<file path="src/pkg/fmbm_pkg.sv">
// package: register map, field layout and carriers of the background monitor
package fmbm_pkg;

    localparam int unsigned ADDR_W = 12;
    localparam int unsigned DATA_W = 32;
    localparam int unsigned REG_W = 16;
    localparam int unsigned NUM_CH = 4;
    localparam int unsigned NUM_SLOT = 2;
    localparam int unsigned NUM_CNT = NUM_CH * NUM_SLOT;
    localparam int unsigned THR_W = 14;
    localparam int unsigned CNT_W = 5;
    localparam int unsigned FLAG_W = 8;

    // register indices; byte address is four times the index
    localparam logic [7:0] IDX_STATUS = 8'h04;
    localparam logic [7:0] IDX_CFG_A = 8'h16;
    localparam logic [7:0] IDX_CFG_B = 8'h1C;
    localparam logic [7:0] IDX_MASK = 8'h20;
    localparam logic [ADDR_W-1:0] ADDR_STATUS = {2'h0, IDX_STATUS, 2'h0};
    localparam logic [ADDR_W-1:0] ADDR_CFG_A = {2'h0, IDX_CFG_A, 2'h0};
    localparam logic [ADDR_W-1:0] ADDR_CFG_B = {2'h0, IDX_CFG_B, 2'h0};
    localparam logic [ADDR_W-1:0] ADDR_MASK = {2'h0, IDX_MASK, 2'h0};

    // config and status register fields
    localparam int unsigned THR_LSB = 0;
    localparam int unsigned THR_MSB = 13;
    localparam int unsigned LIM_LSB = 14;
    localparam int unsigned LIM_MSB = 15;
    localparam int unsigned FLAG_B_LSB = 4;

    // limit field codes and their exceedance counts
    localparam logic [1:0] LIM_NEVER = 2'h0;
    localparam logic [1:0] LIM_CODE_ONE = 2'h1;
    localparam logic [1:0] LIM_CODE_FOUR = 2'h2;
    localparam logic [1:0] LIM_CODE_SIXTEEN = 2'h3;
    localparam logic [CNT_W-1:0] CNT_ZERO = 5'h00;
    localparam logic [CNT_W-1:0] CNT_ONE = 5'h01;
    localparam logic [CNT_W-1:0] CNT_FOUR = 5'h04;
    localparam logic [CNT_W-1:0] CNT_SIXTEEN = 5'h10;

    // reset values
    localparam logic [REG_W-1:0] CFG_RST = 16'h0000;
    localparam logic [FLAG_W-1:0] FLAG_RST = 8'h00;
    localparam logic [FLAG_W-1:0] MASK_RST = 8'h00;
    localparam logic [DATA_W-1:0] RDATA_RST = 32'h0000_0000;

    typedef enum logic [1:0] {
        FMBM_ST_IDLE = 2'b00,
        FMBM_ST_RESP = 2'b01
    } fmbm_apb_state_e;

    // one float-mode subtract-cycle ADC result
    typedef struct packed {
        logic valid;
        logic slot_b;
        logic [1:0] chan;
        logic [THR_W-1:0] result;
    } fmbm_sample_s;

endpackage : fmbm_pkg

</file>
<file path="src/core/fmbm_top.sv">
// float-mode background light monitor with APB register slave
//
// Function
// in slot A subtract cycles each result above the slot A threshold advances its counter.
// slot A limit code 0 never flags, codes 1, 2 and 3 flag after 1, 4 and 16 exceedances.
// status bits 3:0 flag slot A channels 1 to 4 once the selected count is reached.
// status bits 7:4 flag slot B channels 1 to 4 once the slot B count is reached.
// a read of the status register clears every flag that the read returned, except a flag that is set again in that same cycle.
// slot B has its own limit field in bits 15:14, where code 0 keeps slot B flags clear.
// thresholds, limit fields and flags reset to zero, so flagging starts disabled.
// in slot B subtract cycles each result above the slot B threshold advances its counter.
// slot B limit codes decode like slot A: 1, 4 and 16 exceedances.
// every channel of every slot has its own counter that saturates at the limit.
`timescale 1ns/1ps
`default_nettype none

module fmbm_top (
    input wire logic pclk,
    input wire logic presetn,
    input wire logic psel,
    input wire logic penable,
    input wire logic pwrite,
    input wire logic [fmbm_pkg::ADDR_W-1:0] paddr,
    input wire logic [fmbm_pkg::DATA_W-1:0] pwdata,
    input wire logic [3:0] pstrb,
    output logic [fmbm_pkg::DATA_W-1:0] prdata,
    output logic pready,
    output logic pslverr,
    input wire fmbm_pkg::fmbm_sample_s sample,
    output logic irq
);

    ////////////////////////////////////////////////////////////////////////////
    // limit decoding

    function automatic logic [fmbm_pkg::CNT_W-1:0] lim_decode(
        input logic [1:0] code
    );
        logic [fmbm_pkg::CNT_W-1:0] cnt;
        cnt = fmbm_pkg::CNT_ZERO;
        case (code)
            fmbm_pkg::LIM_NEVER: begin
                cnt = fmbm_pkg::CNT_ZERO;
            end
            fmbm_pkg::LIM_CODE_ONE: begin
                cnt = fmbm_pkg::CNT_ONE;
            end
            fmbm_pkg::LIM_CODE_FOUR: begin
                cnt = fmbm_pkg::CNT_FOUR;
            end
            fmbm_pkg::LIM_CODE_SIXTEEN: begin
                cnt = fmbm_pkg::CNT_SIXTEEN;
            end
            default: begin
                cnt = fmbm_pkg::CNT_ZERO;
            end
        endcase
        return cnt;
    endfunction : lim_decode

    ////////////////////////////////////////////////////////////////////////////
    // state

    fmbm_pkg::fmbm_apb_state_e state;
    fmbm_pkg::fmbm_apb_state_e next_state;
    logic [fmbm_pkg::REG_W-1:0] cfg_a;
    logic [fmbm_pkg::REG_W-1:0] cfg_b;
    logic [fmbm_pkg::FLAG_W-1:0] mask;
    logic [fmbm_pkg::FLAG_W-1:0] flags;
    logic [fmbm_pkg::CNT_W-1:0] cnt [fmbm_pkg::NUM_CNT];

    logic [fmbm_pkg::REG_W-1:0] next_cfg_a;
    logic [fmbm_pkg::REG_W-1:0] next_cfg_b;
    logic [fmbm_pkg::FLAG_W-1:0] next_mask;
    logic [fmbm_pkg::FLAG_W-1:0] next_flags;
    logic [fmbm_pkg::DATA_W-1:0] next_prdata;
    logic next_pslverr;
    logic next_irq;

    ////////////////////////////////////////////////////////////////////////////
    // apb decode

    wire access = psel && penable;
    wire done = (state == fmbm_pkg::FMBM_ST_RESP) && access;
    wire hit_status = (paddr == fmbm_pkg::ADDR_STATUS);
    wire hit_cfg_a = (paddr == fmbm_pkg::ADDR_CFG_A);
    wire hit_cfg_b = (paddr == fmbm_pkg::ADDR_CFG_B);
    wire hit_mask = (paddr == fmbm_pkg::ADDR_MASK);
    wire mapped = hit_status || hit_cfg_a || hit_cfg_b || hit_mask;
    wire wr_done = done && pwrite && mapped;
    wire wr_cfg_a = wr_done && hit_cfg_a;
    wire wr_cfg_b = wr_done && hit_cfg_b;
    wire wr_mask = wr_done && hit_mask;
    // the returned status word is still held in prdata at completion
    wire rd_status = done && !pwrite && hit_status;

    // byte lanes: only the low two lanes hold register bits
    wire [fmbm_pkg::REG_W-1:0] lane_mask = {{8{pstrb[1]}}, {8{pstrb[0]}}};
    wire [fmbm_pkg::REG_W-1:0] wdata16 = pwdata[fmbm_pkg::REG_W-1:0];

    assign next_cfg_a = wr_cfg_a ? ((cfg_a & ~lane_mask) | (wdata16 & lane_mask)) : cfg_a;
    assign next_cfg_b = wr_cfg_b ? ((cfg_b & ~lane_mask) | (wdata16 & lane_mask)) : cfg_b;
    assign next_mask = (wr_mask && pstrb[0]) ? pwdata[fmbm_pkg::FLAG_W-1:0] : mask;

    always_comb begin
        next_state = state;
        case (state)
            fmbm_pkg::FMBM_ST_IDLE: begin
                if (access) begin
                    next_state = fmbm_pkg::FMBM_ST_RESP;
                end
            end
            fmbm_pkg::FMBM_ST_RESP: begin
                next_state = fmbm_pkg::FMBM_ST_IDLE;
            end
            default: begin
                next_state = fmbm_pkg::FMBM_ST_IDLE;
            end
        endcase
    end

    // read data is captured in the wait cycle so prdata comes from a flop
    wire load_rd = (state == fmbm_pkg::FMBM_ST_IDLE) && access && !pwrite;
    wire [fmbm_pkg::DATA_W-1:0] rd_word =
        hit_status ? {{(fmbm_pkg::DATA_W-fmbm_pkg::FLAG_W){1'b0}}, flags} :
        hit_cfg_a ? {{(fmbm_pkg::DATA_W-fmbm_pkg::REG_W){1'b0}}, cfg_a} :
        hit_cfg_b ? {{(fmbm_pkg::DATA_W-fmbm_pkg::REG_W){1'b0}}, cfg_b} :
        hit_mask ? {{(fmbm_pkg::DATA_W-fmbm_pkg::FLAG_W){1'b0}}, mask} :
        fmbm_pkg::RDATA_RST;
    assign next_prdata = load_rd ? rd_word : prdata;
    assign next_pslverr = (state == fmbm_pkg::FMBM_ST_IDLE) && access && !mapped;

    ////////////////////////////////////////////////////////////////////////////
    // per-slot settings

    wire [fmbm_pkg::THR_W-1:0] thr_a = cfg_a[fmbm_pkg::THR_MSB:fmbm_pkg::THR_LSB];
    wire [fmbm_pkg::THR_W-1:0] thr_b = cfg_b[fmbm_pkg::THR_MSB:fmbm_pkg::THR_LSB];
    wire [fmbm_pkg::CNT_W-1:0] lim_a = lim_decode(cfg_a[fmbm_pkg::LIM_MSB:fmbm_pkg::LIM_LSB]);
    wire [fmbm_pkg::CNT_W-1:0] lim_b = lim_decode(cfg_b[fmbm_pkg::LIM_MSB:fmbm_pkg::LIM_LSB]);

    wire exceed_a = sample.valid && !sample.slot_b && (sample.result > thr_a);
    wire exceed_b = sample.valid && sample.slot_b && (sample.result > thr_b);

    // clear of flags the read returned; prdata still holds that word
    wire [fmbm_pkg::FLAG_W-1:0] clr_flags =
        rd_status ? prdata[fmbm_pkg::FLAG_W-1:0] : fmbm_pkg::FLAG_RST;

    logic [fmbm_pkg::NUM_CNT-1:0] set_flags;

    ////////////////////////////////////////////////////////////////////////////
    // exceedance counters, one per channel per slot

    genvar gi;
    generate
        for (gi = 0; gi < fmbm_pkg::NUM_CNT; gi++) begin : g_cnt
            localparam bit IS_B = (gi >= fmbm_pkg::NUM_CH);
            localparam logic [1:0] CH = 2'(gi % fmbm_pkg::NUM_CH);
            wire [fmbm_pkg::CNT_W-1:0] lim = IS_B ? lim_b : lim_a;
            wire ex = (IS_B ? exceed_b : exceed_a) && (sample.chan == CH);
            // a new limit or threshold restarts the count for that slot
            wire restart = IS_B ? wr_cfg_b : wr_cfg_a;
            wire room = (cnt[gi] < lim);
            wire [fmbm_pkg::CNT_W-1:0] inc = cnt[gi] + fmbm_pkg::CNT_ONE;
            wire [fmbm_pkg::CNT_W-1:0] next_cnt =
                restart ? fmbm_pkg::CNT_ZERO :
                (ex && room) ? inc : cnt[gi];
            // limit zero never flags; saturated counter flags again on each exceedance
            assign set_flags[gi] = ex && !restart && (lim != fmbm_pkg::CNT_ZERO) &&
                                   (!room || (inc == lim));

            always_ff @(posedge pclk or negedge presetn) begin
                if (!presetn) begin
                    cnt[gi] <= fmbm_pkg::CNT_ZERO;
                end else begin
                    cnt[gi] <= next_cnt;
                end
            end
        end
    endgenerate

    ////////////////////////////////////////////////////////////////////////////
    // status flags and interrupt

    // a set in the clearing cycle wins
    assign next_flags = (flags & ~clr_flags) | set_flags;
    assign next_irq = |(next_flags & next_mask);

    ////////////////////////////////////////////////////////////////////////////
    // registers

    always_ff @(posedge pclk or negedge presetn) begin
        if (!presetn) begin
            state <= fmbm_pkg::FMBM_ST_IDLE;
            pready <= 1'b0;
            pslverr <= 1'b0;
            prdata <= fmbm_pkg::RDATA_RST;
        end else begin
            state <= next_state;
            pready <= (next_state == fmbm_pkg::FMBM_ST_RESP);
            pslverr <= next_pslverr;
            prdata <= next_prdata;
        end
    end

    always_ff @(posedge pclk or negedge presetn) begin
        if (!presetn) begin
            cfg_a <= fmbm_pkg::CFG_RST;
            cfg_b <= fmbm_pkg::CFG_RST;
            mask <= fmbm_pkg::MASK_RST;
        end else begin
            cfg_a <= next_cfg_a;
            cfg_b <= next_cfg_b;
            mask <= next_mask;
        end
    end

    always_ff @(posedge pclk or negedge presetn) begin
        if (!presetn) begin
            flags <= fmbm_pkg::FLAG_RST;
            irq <= 1'b0;
        end else begin
            flags <= next_flags;
            irq <= next_irq;
        end
    end

endmodule : fmbm_top

`default_nettype wire

</file>
<file path="config.mk">
export PLATFORM = sky130hd
export DESIGN_NAME = fmbm_top
export DESIGN_NICKNAME = d
export VERILOG_FILES = /design/src/pkg/fmbm_pkg.sv /design/src/core/fmbm_top.sv
export SDC_FILE = /design/constraint.sdc
export NUM_CORES = 1
export LEC_CHECK = 0
export BUFFER_PORTS_ARGS = -buffer_cell sky130_fd_sc_hd__buf_4
export CAP_MARGIN = 20
export CORE_MARGIN = 1.5
export CORE_UTILIZATION = 50
export DETAILED_ROUTE_END_ITERATION = 7
export GPL_TIMING_DRIVEN = 0
export PLACE_DENSITY_LB_ADDON = 0.12
export SLEW_MARGIN = 15
export SYNTH_ARGS = -nofsm -noshare
export SYNTH_HDL_FRONTEND = slang
export SYNTH_SLANG_ARGS = --single-unit
</file>
<file path="constraint.sdc">
create_clock -name pclk -period 7 [get_ports pclk]
set_clock_uncertainty 0.2 [all_clocks]
set_input_delay 1.75 -clock pclk [delete_from_list [all_inputs] [get_ports pclk]]
set_output_delay 1.75 -clock pclk [all_outputs]
set_load 0.005 [all_outputs]
</file>
* After elaboration in Yosys (flattened, before gate mapping)
Cells that the tools add are included.
** Word-level totals
- Register bits :: 125
- Output and inout port bits :: 35
- Logic and storage cells :: 190
** Cells by class
- Add/sub/neg operators :: 8
- Order comparisons :: 10
- Equal/unequal tests :: 23
- Multiplexer cells :: 26
- Bitwise gates (word level) :: 10
- Reduce and logical (&&, ||, !) cells :: 96
** Operators by type and width (count)
- 5-bit two-way mux :: 16
- 1-bit logical AND :: 57
- 16-bit bitwise AND :: 3
- 16-bit two-way mux :: 3
- 5-bit by 1-bit adder with 5-bit output (second input constant) :: 8
- 5-bit == test :: 8
- 5-bit < comparator :: 8
- 5-bit case mux with 4 select lines :: 2
- 16-bit bitwise OR :: 2
- 14-bit > comparator :: 2
- 12-bit by 7-bit == test with 1-bit output (second input constant) :: 2
- 8-bit two-way mux :: 3
- 8-bit bitwise AND :: 2
- 16-bit NOT :: 1
- 2-bit nonzero test :: 8
- 1-bit zero test :: 13
- 12-bit by 5-bit == test with 1-bit output (second input constant) :: 1
- 12-bit by 8-bit == test with 1-bit output (second input constant) :: 1
- 2-bit == test (second input constant) :: 6
- 1-bit logical OR :: 11
- 2-bit by 1-bit == test with 1-bit output (second input constant) :: 5
- 5-bit nonzero test :: 2
- 2-bit zero test :: 4
- 8-bit NOT :: 1
- 3 further kinds :: 4

* Depth between registers and ports, before layout
Gate-level depths: netlist (run 1).
- Depth in word-level cells :: 13
- Depth in mapped cells :: 11

* Least setup slack after synthesis (run 1)
No wires, ideal clock.
- Path kind :: input -> register
- From :: input paddr[9] (netlist name)
- To :: register irq
- Setup time :: 141 ps
- Arrival :: 3992 ps
- Slack :: 2667 ps
- Stages :: 8
- Buffers on the path :: 0
- Cell sequence :: or4_4 > nor4_4 > nand4_4 > mux2_4 > a22o_1 > a221oi_2 > o211ai_1 > nand4b_1
** Between the ends
- Elaborated cells on any way between the ends :: 46
- Those cells by class :: eq/ne (4); mux (2); bitwise (4); reduce/logical (36)
** RTL lines
- from (decl) :: line fmbm_top.sv:23 : input wire logic [fmbm_pkg::ADDR_W-1:0] paddr,
- 12-bit by 5-bit == test with 1-bit output / 12-bit by 7-bit == test with 1-bit output (equally long branches) :: line fmbm_top.sv:85, fmbm_top.sv:86
- 1-bit logical OR (3 in series) :: line fmbm_top.sv:89 : wire mapped = hit_status || hit_cfg_a || hit_cfg_b || hit_mask;
- 1-bit logical AND :: line fmbm_top.sv:90 : wire wr_done = done && pwrite && mapped;
- 1-bit logical AND (*) :: line fmbm_top.sv:93 : wire wr_mask = wr_done && hit_mask;
- 1-bit logical AND (*) :: line fmbm_top.sv:103 : assign next_mask = (wr_mask && pstrb[0]) ? pwdata[fmbm_pkg::FLAG_W-1:0] : mask;
- 8-bit two-way mux (*) :: line fmbm_top.sv:103
- net next_mask, one bit :: line fmbm_top.sv:74 : logic [fmbm_pkg::FLAG_W-1:0] next_mask;
- 8-bit bitwise AND (*) :: line fmbm_top.sv:186 : assign next_irq = |(next_flags & next_mask);
- 8-bit OR reduction (*) :: line fmbm_top.sv:186
- net next_irq :: line fmbm_top.sv:78 : logic next_irq;
- to (signal assigned) :: line fmbm_top.sv:223 : irq <= next_irq;
- to (decl) :: line fmbm_top.sv:30 : output logic irq
The timed path passes the listed nets; every way through them passes the cells marked *.
A chain may end at the register's enable or synchronous reset.

* Worst setup path in the final report (run 1)
Ends and elaborated chain as after synthesis.

==> results of run 1 <==
==> per-stage QoR <==
| stage | instances | instance area, um^2 |
|---|---|---|
| after global placement | 981 | 7740 |
| after global routing | 997 | 8070 |
| after detailed placement | 981 | 7750 |
| after floorplan | 734 | 6990 |
| after CTS | 997 | 8070 |
| final | 997 | 8070 |
==> power groups by stage <==
stage | registers (mW) | clock network (mW) | logic, mW
floorplan | 0.674 | 0 | 0.0519
global placement | 0.677 | 0 | 0.137
detailed placement | 0.677 | 0 | 0.140
CTS | 0.665 | 0.538 | 0.141
global route | 0.667 | 0.565 | 0.156
finish | 0.665 | 0.531 | 0.140
==> cells by family after synthesis <==
family / count (synthesis)
adders and majority gates: 62
other: 1
muxes: 49
DFF: 109
xor gates and xnor gates: 48
and+or+nand+nor: 237
buffers and inverters: 87
AOI/OAI and AO/OA: 125
==> layout by cell type (no fill, tap or decap), drive strengths merged, types with 7 or more instances in the layout <==
master  netlist  final
a221oi       11     11
o21ai        11     11
mux2         39     39
and3          7      7
nand2b       24     24
nor3          9      9
mux2i        10     10
inv          50     54
o22ai         8      8
a211o         8      8
buf          16     87
conb          1     17
nand3        28     28
nor4          8      8
nor2         86     86
a21oi        28     28
clkbuf       21     30
xor2         15     15
a222oi        8      8
nand2        41     41
a21boi        8      8
a31oi         9      9
ha           60     60
a22o          7      7
xnor2        33     33
nand4        10     10
dfrtp       109    109
nor2b         8      8
==> area by class of cell <==
class	count	area share, %
plain buffers	37	2.47
well taps	176	2.73
repair buffers	71	6.65
clock inverters	7	1.07
multi-input cells	538	48.1
flip-flops and latches	109	33.8
inverters	50	2.33
clock buffers	9	2.79
==> worst max path at each step <==
stage | startpoint | end | depth (start not counted)
final | paddr[9] | irq | 9
after global placement | paddr[9] | irq | 9
after floorplan | paddr[9] | irq | 8
after global routing | paddr[9] | irq | 9
after CTS | paddr[9] | irq | 9
after detailed placement | paddr[9] | irq | 9
==> routing by layer <==
layer / vias up / routed length (um) / part of all wire, % / GRT usage (%)
li1: 2735 / - / - / -
met1: 2767 / 7830 / 45 / 33.2
met5: - / 0 / 0 / 0
met2: 165 / 8170 / 47 / 40.7
met4: 0 / 279 / 1.6 / 7.87
met3: 23 / 968 / 5.6 / 5.57
==> results.ini, run 1 <==
[hold_path]
hold_path_end = pready
min_from = state[0]
min_path_type = flop to flop
min_path_cells = 1

[cts]
cts_resized = 0
clock_latency_ns = 0.37
cts-root-buf = clkbuf_16
hold_buffers = 0
numClockSinks = 109
cts_setup_buffers = 0
clk_pin_slew_worst_paths_ns = 0.09
numCtsBuffers = 9
cts_max_path_buffers = 2
htreeDepth = 3
cts_tree = done

[synth]
synth.area.mux_share_pct = 7.83
synth_area_um2 = 6930
synth.largest_area_cell = dfrtp_1
synth_commonest_cells = dfrtp_1, nor2_1, ha_1, inv_1, nand2_1
synth.most_common_cell = dfrtp_1
synth-compound-area-share_pct = 13.1
ys_async_sr_fraction_pct = 100
synth_xor_area_share_pct = 6.06
yosysTopAreaCellShare_pct = 39.4
synth_area_leaders = dfrtp_1, ha_1, mux2_2, nor2_1, xnor2_1
syn-instance-count = 718
yosys_register_bits = 109
yosys_warnings = 0
synth_top_family_by_area = simple AND/OR/NAND/NOR gates
synth-simple-area-share_pct = 16.9
synthAdderAreaFrac_pct = 11.1
synth-edff-count = 0
synth_flop_cell = dfrtp_1
avgSynthCellArea_um2 = 9.65
synth_seq_area_share_pct = 39.4
ys_types = 58

[setup_path]
ff2ff_path_depth = 10
reg2reg_to = irq
path_max_fanout = 9
crit_buf_inv = 1
max_stage_delay_ns = 0.70
required_ns = 7.02
path_cells = buf_4 > or4_4 > nor4_4 > nand4_4 > mux2_4 > a22o_1 > a221oi_2 > o211ai_1 > nand4b_1
cp-end-kind = flop
setup.worst_path.start_class = input port
crit_type = input port to flop
cp_slowest_cell = nor4_4
arrival_ns = 4.58
rrSetupSlack_ns = 3.47
cpLargestDelayFamily = simple AND/OR/NAND/NOR gates

[timing]
hold_slack_ns = 0.292
finalHoldViolations = 0
min_period_ns = 4.56
max_freq_ghz = 0.219
tns_ns = 0
setup_viol = 0
worst_pin_slew_ns = 1.23
drv_slew = 0
rsz0062_at_grt = false
finalWorstSetupSlack_ns = 2.44
post-route-period-util_pct = 65.1
slew_headroom_pct = 17.3

[floorplan]
ios = 106
core_um2 = 13400
die-width_um = 121
die_h_um = 121
die_area_um2 = 14600
start_util_pct = 51.7
rows = 42

[detailed_routing]
avgViaCountPerCell = 5.71
drt_wl_total_um = 17200
num_vias = 5690
wl_per_cell_um = 17.3
ant_nets = 0
drtIter0Drc = 366
drc_errors = 0
dr.pass1.iters = 6

[power]
power_frac_seq_pct = 49.8
fin_total_pwr_mw = 1.34
powerDensity_nw_per_um2 = 166
ir_drop_mv = 0.110
p_sw_uw = 359
pwr-share-comb_pct = 10.5
intPower_uw = 977
p_leak_nw = 3.72
pwr-share-clk_pct = 39.8
swShare_pct = 26.9

[place]
place_congestion = 0.879
dp_hpwl_um = 13000
dp_slack_ns = 2.07
io_buffers = 71

[cells_and_area]
fin_util_pct = 60.2
drive_gt1_share_pct = 18.5
fillers = 1158
seq_area_um2 = 2730
area_growth_pct = 16.4
multi_input_area_um2 = 3880
antenna_cells = 0
nNetsFinal = 947

[global_route]
grt_pass1_vias = 5749
track_usage_pct = 25.0
grt_max_degree = 110
grt_pass1_wl_um = 28400
antenna_found_initial = 0
overflow = 0

[run]
drv_cap = 0

[run_status]
outcome = completed

No activity file was read; power rests on OpenSTA's default activity.
==> run 2: changes to the inputs <==
ABC_AREA = 1   (was unset)
clock period = 4.25 ns   (was 7 ns; I/O delays follow)
==> run 2 against run 1 <==
Against the previous run:
- wire length rose by 3.1%
- clock-buffer cell count rose by 1
- largest power group unchanged
- die area rose by 4.3%
- setup slack got worse by 1.3 ns
- critical path type unchanged
- register-to-register slack got worse by 2.2 ns
- design area rose by 3.8%
==> results.ini, run 2 <==
[floorplan]
die-width_um = 123
die_area_um2 = 15200
die_h_um = 123
ios = 106
start_util_pct = 51.8
rows = 43
core_um2 = 14000

[cells_and_area]
area_growth_pct = 15.6
seq_area_um2 = 2730
final_common_cell = nand2_1
fillers = 1327
most-common-layout-cells = nand2_1, inv_1, dfrtp_1
drive_gt1_share_pct = 15.2
finalNonFillerCells = 1223
stdcell_area_um2 = 8370
multi_input_area_um2 = 3830
nNetsFinal = 1170
antenna_cells = 0
fin_util_pct = 59.8

[cts]
cts_resized = 0
cts_setup_buffers = 0
cts-root-buf = clkbuf_16
clock_latency_ns = 0.37
hold_buffers = 0
clk_pin_slew_worst_paths_ns = 0.08
htreeDepth = 3
cts_tree = done
numClockSinks = 109
numCtsBuffers = 9
cts_max_path_buffers = 2

[global_route]
grt_max_degree = 76
antenna_found_initial = 0
grt_pass1_vias = 5937
overflow = 0
track_usage_pct = 25.2
grt_pass1_wl_um = 29400

[run]
drv_cap = 0

[timing]
worst_pin_slew_ns = 0.708
slew_headroom_pct = 52.7
min_period_ns = 3.09
drv_slew = 0
post-route-period-util_pct = 72.6
tns_ns = 0
finalHoldViolations = 0
setup_viol = 0
rsz0062_at_grt = false
max_freq_ghz = 0.324

[power]
powerDensity_nw_per_um2 = 243
p_leak_nw = 4.38
ir_drop_mv = 0.247
fin_total_pwr_mw = 2.03

[detailed_routing]
drtIter0Drc = 342
dr.pass1.iters = 5
wl_per_cell_um = 14.5
avgViaCountPerCell = 5.17
num_vias = 6324
drc_errors = 0
drt_wl_total_um = 17800
ant_nets = 0

[hold_path]
min_path_type = flop to flop

[synth]
synth_area_um2 = 7240
synth.largest_area_cell = dfrtp_1
synth_xor_area_share_pct = 2.18
avgSynthCellArea_um2 = 7.70
ys_types = 40
synth_area_leaders = dfrtp_1, nand2_1, ha_1, inv_1, nand3_1
synth.area.mux_share_pct = 1.80
yosys_warnings = 0
synth_seq_area_share_pct = 37.7
ys_async_sr_fraction_pct = 100
syn-instance-count = 940
synth.most_common_cell = nand2_1
yosysTopAreaCellShare_pct = 37.7
synth-compound-area-share_pct = 12.2
synth_commonest_cells = nand2_1, inv_1, dfrtp_1, nand3_1, nor2_1
synth_flop_cell = dfrtp_1
yosys_register_bits = 109
synth_top_family_by_area = simple AND/OR/NAND/NOR gates
synthAdderAreaFrac_pct = 10.4
synth-edff-count = 0
synth-simple-area-share_pct = 25.5

[place]
place_inst = 1208
dp_hpwl_um = 13800
io_buffers = 71
place_congestion = 0.869
place_area_um2 = 8090

[setup_path]
setup.worst_path.start_class = input port
crit_type = input port to flop
arrival_ns = 3.17
path_max_fanout = 8
required_ns = 4.33
cp-end-kind = flop

[run_status]
outcome = completed

run 2: kinds of logic (layout without fill, tap and decap cells):
logic type	after synthesis	in the layout
compound gates	149	149
xor+xnor	18	18
fa+ha+maj	60	60
buf+inv	174	261
flops	109	109
mux	12	12
other cells	1	17
simple gates	417	417
run 2: final timing paths:
check | start | end | slack, ns | cells after the start
max | sample[13] | cnt[8] | 1.16 | 11
min | flop | flop | 0.29 | 2
max reg2reg | flop | cnt[8] | 1.27 | 11
min reg2reg | flop | flop | 0.29 | 2
max in group asynchronous | presetn | mask[2] | 2.77 | 2
min in group asynchronous | presetn | cnt[36] | 0.38 | 1
run 2: metal layers:
layer  vias to the layer above  track usage [%]  wire length, um
met5                         -                0                0
met4                         0             5.53              187
met3                        15             5.30              878
met2                       144             40.8             8220
met1                      2909             34.8             8500
li1                       3256                -                -
run 2: worst max-delay path, cell delays in order:
cell	delay, ns
buf_4	0.12
ha_1	0.30
nand2_1	0.09
inv_1	0.05
nand4_1	0.11
nor2_1	0.05
nor2_1	0.54
nand4_1	0.37
nand2_1	0.27
nand3_1	0.11
o21ai_0	0.09
run 2: power by group:
group	switching, mW	total (mW)	internal, mW
clock	0.418	0.837	0.419
combinational	0.0902	0.157	0.0670
sequential	0.000995	1.04	1.04
run 2: area by class of cell:
cell class | instances | area share, %
well taps | 180 | 2.69
repair buffers | 72 | 6.74
plain buffers | 30 | 2.35
clock inverters | 5 | 0.523
inverters | 144 | 6.53
multi-input cells | 673 | 45.7
clock buffers | 10 | 2.85
flip-flops and latches | 109 | 32.6
run 2: stage by stage:
step	hold WS, ns	worst slack (ns)
floorplan	0.253	1.53
finish	0.286	1.16
detailed placement	0.267	0.913
CTS	0.285	1.22
global placement	0.265	0.933
global route	0.293	0.995
==> run 3: changes to the inputs <==
clock period = 2.7 ns   (was 4.25 ns; I/O delays follow)
==> run 3 against run 2 <==
Against the previous run:
- die area did not move
- combinational power grew 59%
- sequential power increased by 58%
- critical endpoint is now cnt[18]
==> results.ini, run 3 (same netlist as run 2, synthesis figures left out) <==
[cells_and_area]
antenna_cells = 0
area_growth_pct = 16.1
final_common_cell = nand2_1
most-common-layout-cells = nand2_1, inv_1, dfrtp_1
fillers = 1326
nNetsFinal = 1171
drive_gt1_share_pct = 16.0

[setup_path]
rrSetupSlack_ns = 0.19
path_cells = inv_1 > nor2_4 > inv_1 > ha_1 > nand2_1 > nand2_1 > a21oi_1 > nand4_1 > nand2_1 > nand3_1 > o21ai_0
path_max_fanout = 7
max_stage_delay_ns = 0.46
ff2ff_path_depth = 11
cp_common_cell = nand2_1
arrival_ns = 2.59
reg2reg_to = cnt[18]
cp_slowest_cell = dfrtp_2
crit_buf_inv = 2
required_ns = 2.78
crit_type = flop to flop
setup.worst_path.start_class = flop
cp-end-kind = flop
cpLargestDelayFamily = simple AND/OR/NAND/NOR gates

[floorplan]
die-width_um = 123
die_h_um = 123
start_util_pct = 51.8
ios = 106
core_um2 = 14000
die_area_um2 = 15200
rows = 43

[timing]
max_freq_ghz = 0.399
post-route-period-util_pct = 92.8
slew_headroom_pct = 60.4
worst_pin_slew_ns = 0.593
rsz0062_at_grt = false
setup_viol = 0
finalHoldViolations = 0
min_period_ns = 2.51
drv_slew = 0
finalWorstSetupSlack_ns = 0.195

[run_status]
outcome = completed

[global_route]
grt_pass1_wl_um = 29400
grt_max_degree = 76
track_usage_pct = 25.2
overflow = 0
grt_pass1_vias = 5936
antenna_found_initial = 0

[cts]
clock_latency_ns = 0.37
numCtsBuffers = 9
clk_pin_slew_worst_paths_ns = 0.08
cts-root-buf = clkbuf_16
cts_tree = done
cts_max_path_buffers = 2
htreeDepth = 3
numClockSinks = 109

[detailed_routing]
num_vias = 6290
drt_wl_total_um = 17800
dr.pass1.iters = 5
avgViaCountPerCell = 5.14
drtIter0Drc = 325
ant_nets = 0
wl_per_cell_um = 14.5
drc_errors = 0

[hold_path]
min_path_type = flop to flop
min_path_cells = 2

[power]
p_leak_nw = 4.38
powerDensity_nw_per_um2 = 381
ir_drop_mv = 0.389
fin_total_pwr_mw = 3.20

[place]
dp_hpwl_um = 13800
dp_slack_ns = -0.288
place_congestion = 0.869
io_buffers = 71

[run]
drv_cap = 0

-- run 3: cell count changes in the layout (fill, tap and decap cells not counted), moves of 2 or more --
cell and delta:
nor2_1 -4, o21ai_1 +2, o21ai_0 -2, nor2_2 +3
-- run 3: cell type report --
type / instances / area (um^2) / share of cell area, %
tap: 180 / 225 / 2.68
inverter: 144 / 547 / 6.50
multi-input combinational: 673 / 3850 / 45.8
buffer: 29 / 193 / 2.29
sequential: 109 / 2730 / 32.5
clock buffer: 10 / 239 / 2.84
timing repair buffer: 74 / 582 / 6.92
clock inverter: 5 / 43.8 / 0.521
-- run 3: timing repair --
item | CTS | global route
buffers inserted | 0 | 1
resized for setup | 2 | 8
hold buffers | 1 | 0
endpoints found under the hold margin | 6 | 0
setup endpoints to repair | 22 | 23
-- run 3: where the power goes --
group	switching, mW	internal, mW
sequential	0.00158	1.63
clock	0.658	0.659
combinational	0.142	0.107
-- run 3: layer usage --
metal	part of all wire [%]	global-route usage (%)
met5	0	0
met4	0.98	5.53
met3	5.0	5.30
met2	46	40.8
met1	48	34.8
-- run 3: worst max-delay path by stage --
stage	from	to	slack (ns)	cells after the start
after floorplan	sample[13]	cnt[13]	0.37	10
after global placement	sample[13]	cnt[16]	-0.23	11
after detailed placement	flop	cnt[6]	-0.29	11
after CTS	flop	cnt[8]	0.01	11
after global routing	flop	cnt[18]	0.002	11
final	flop	cnt[18]	0.19	11
-- run 3: stage by stage --
stage	TNS, ns	hold WS (ns)	util (%)	area, um^2	instances
2_1_floorplan	0	0.179	-	7300	956
3_3_place_gp	-5.73	0.265	57.6	8060	1207
3_5_place_dp	-6.02	0.267	57.8	8090	1208
4_1_cts	0	0.285	60.0	8390	1224
5_1_grt	0	0.293	60.1	8410	1224
6_report	0	0.286	60.1	8410	1224
-- run 3: worst register-to-register path, cell delays in order, from the launching register on --
cell and delay [ns]:
dfrtp_2 0.46, inv_1 0.13, nor2_4 0.19, inv_1 0.18, ha_1 0.30, nand2_1 0.06, nand2_1 0.05, a21oi_1 0.21
nand4_1 0.24, nand2_1 0.23, nand3_1 0.09, o21ai_0 0.09
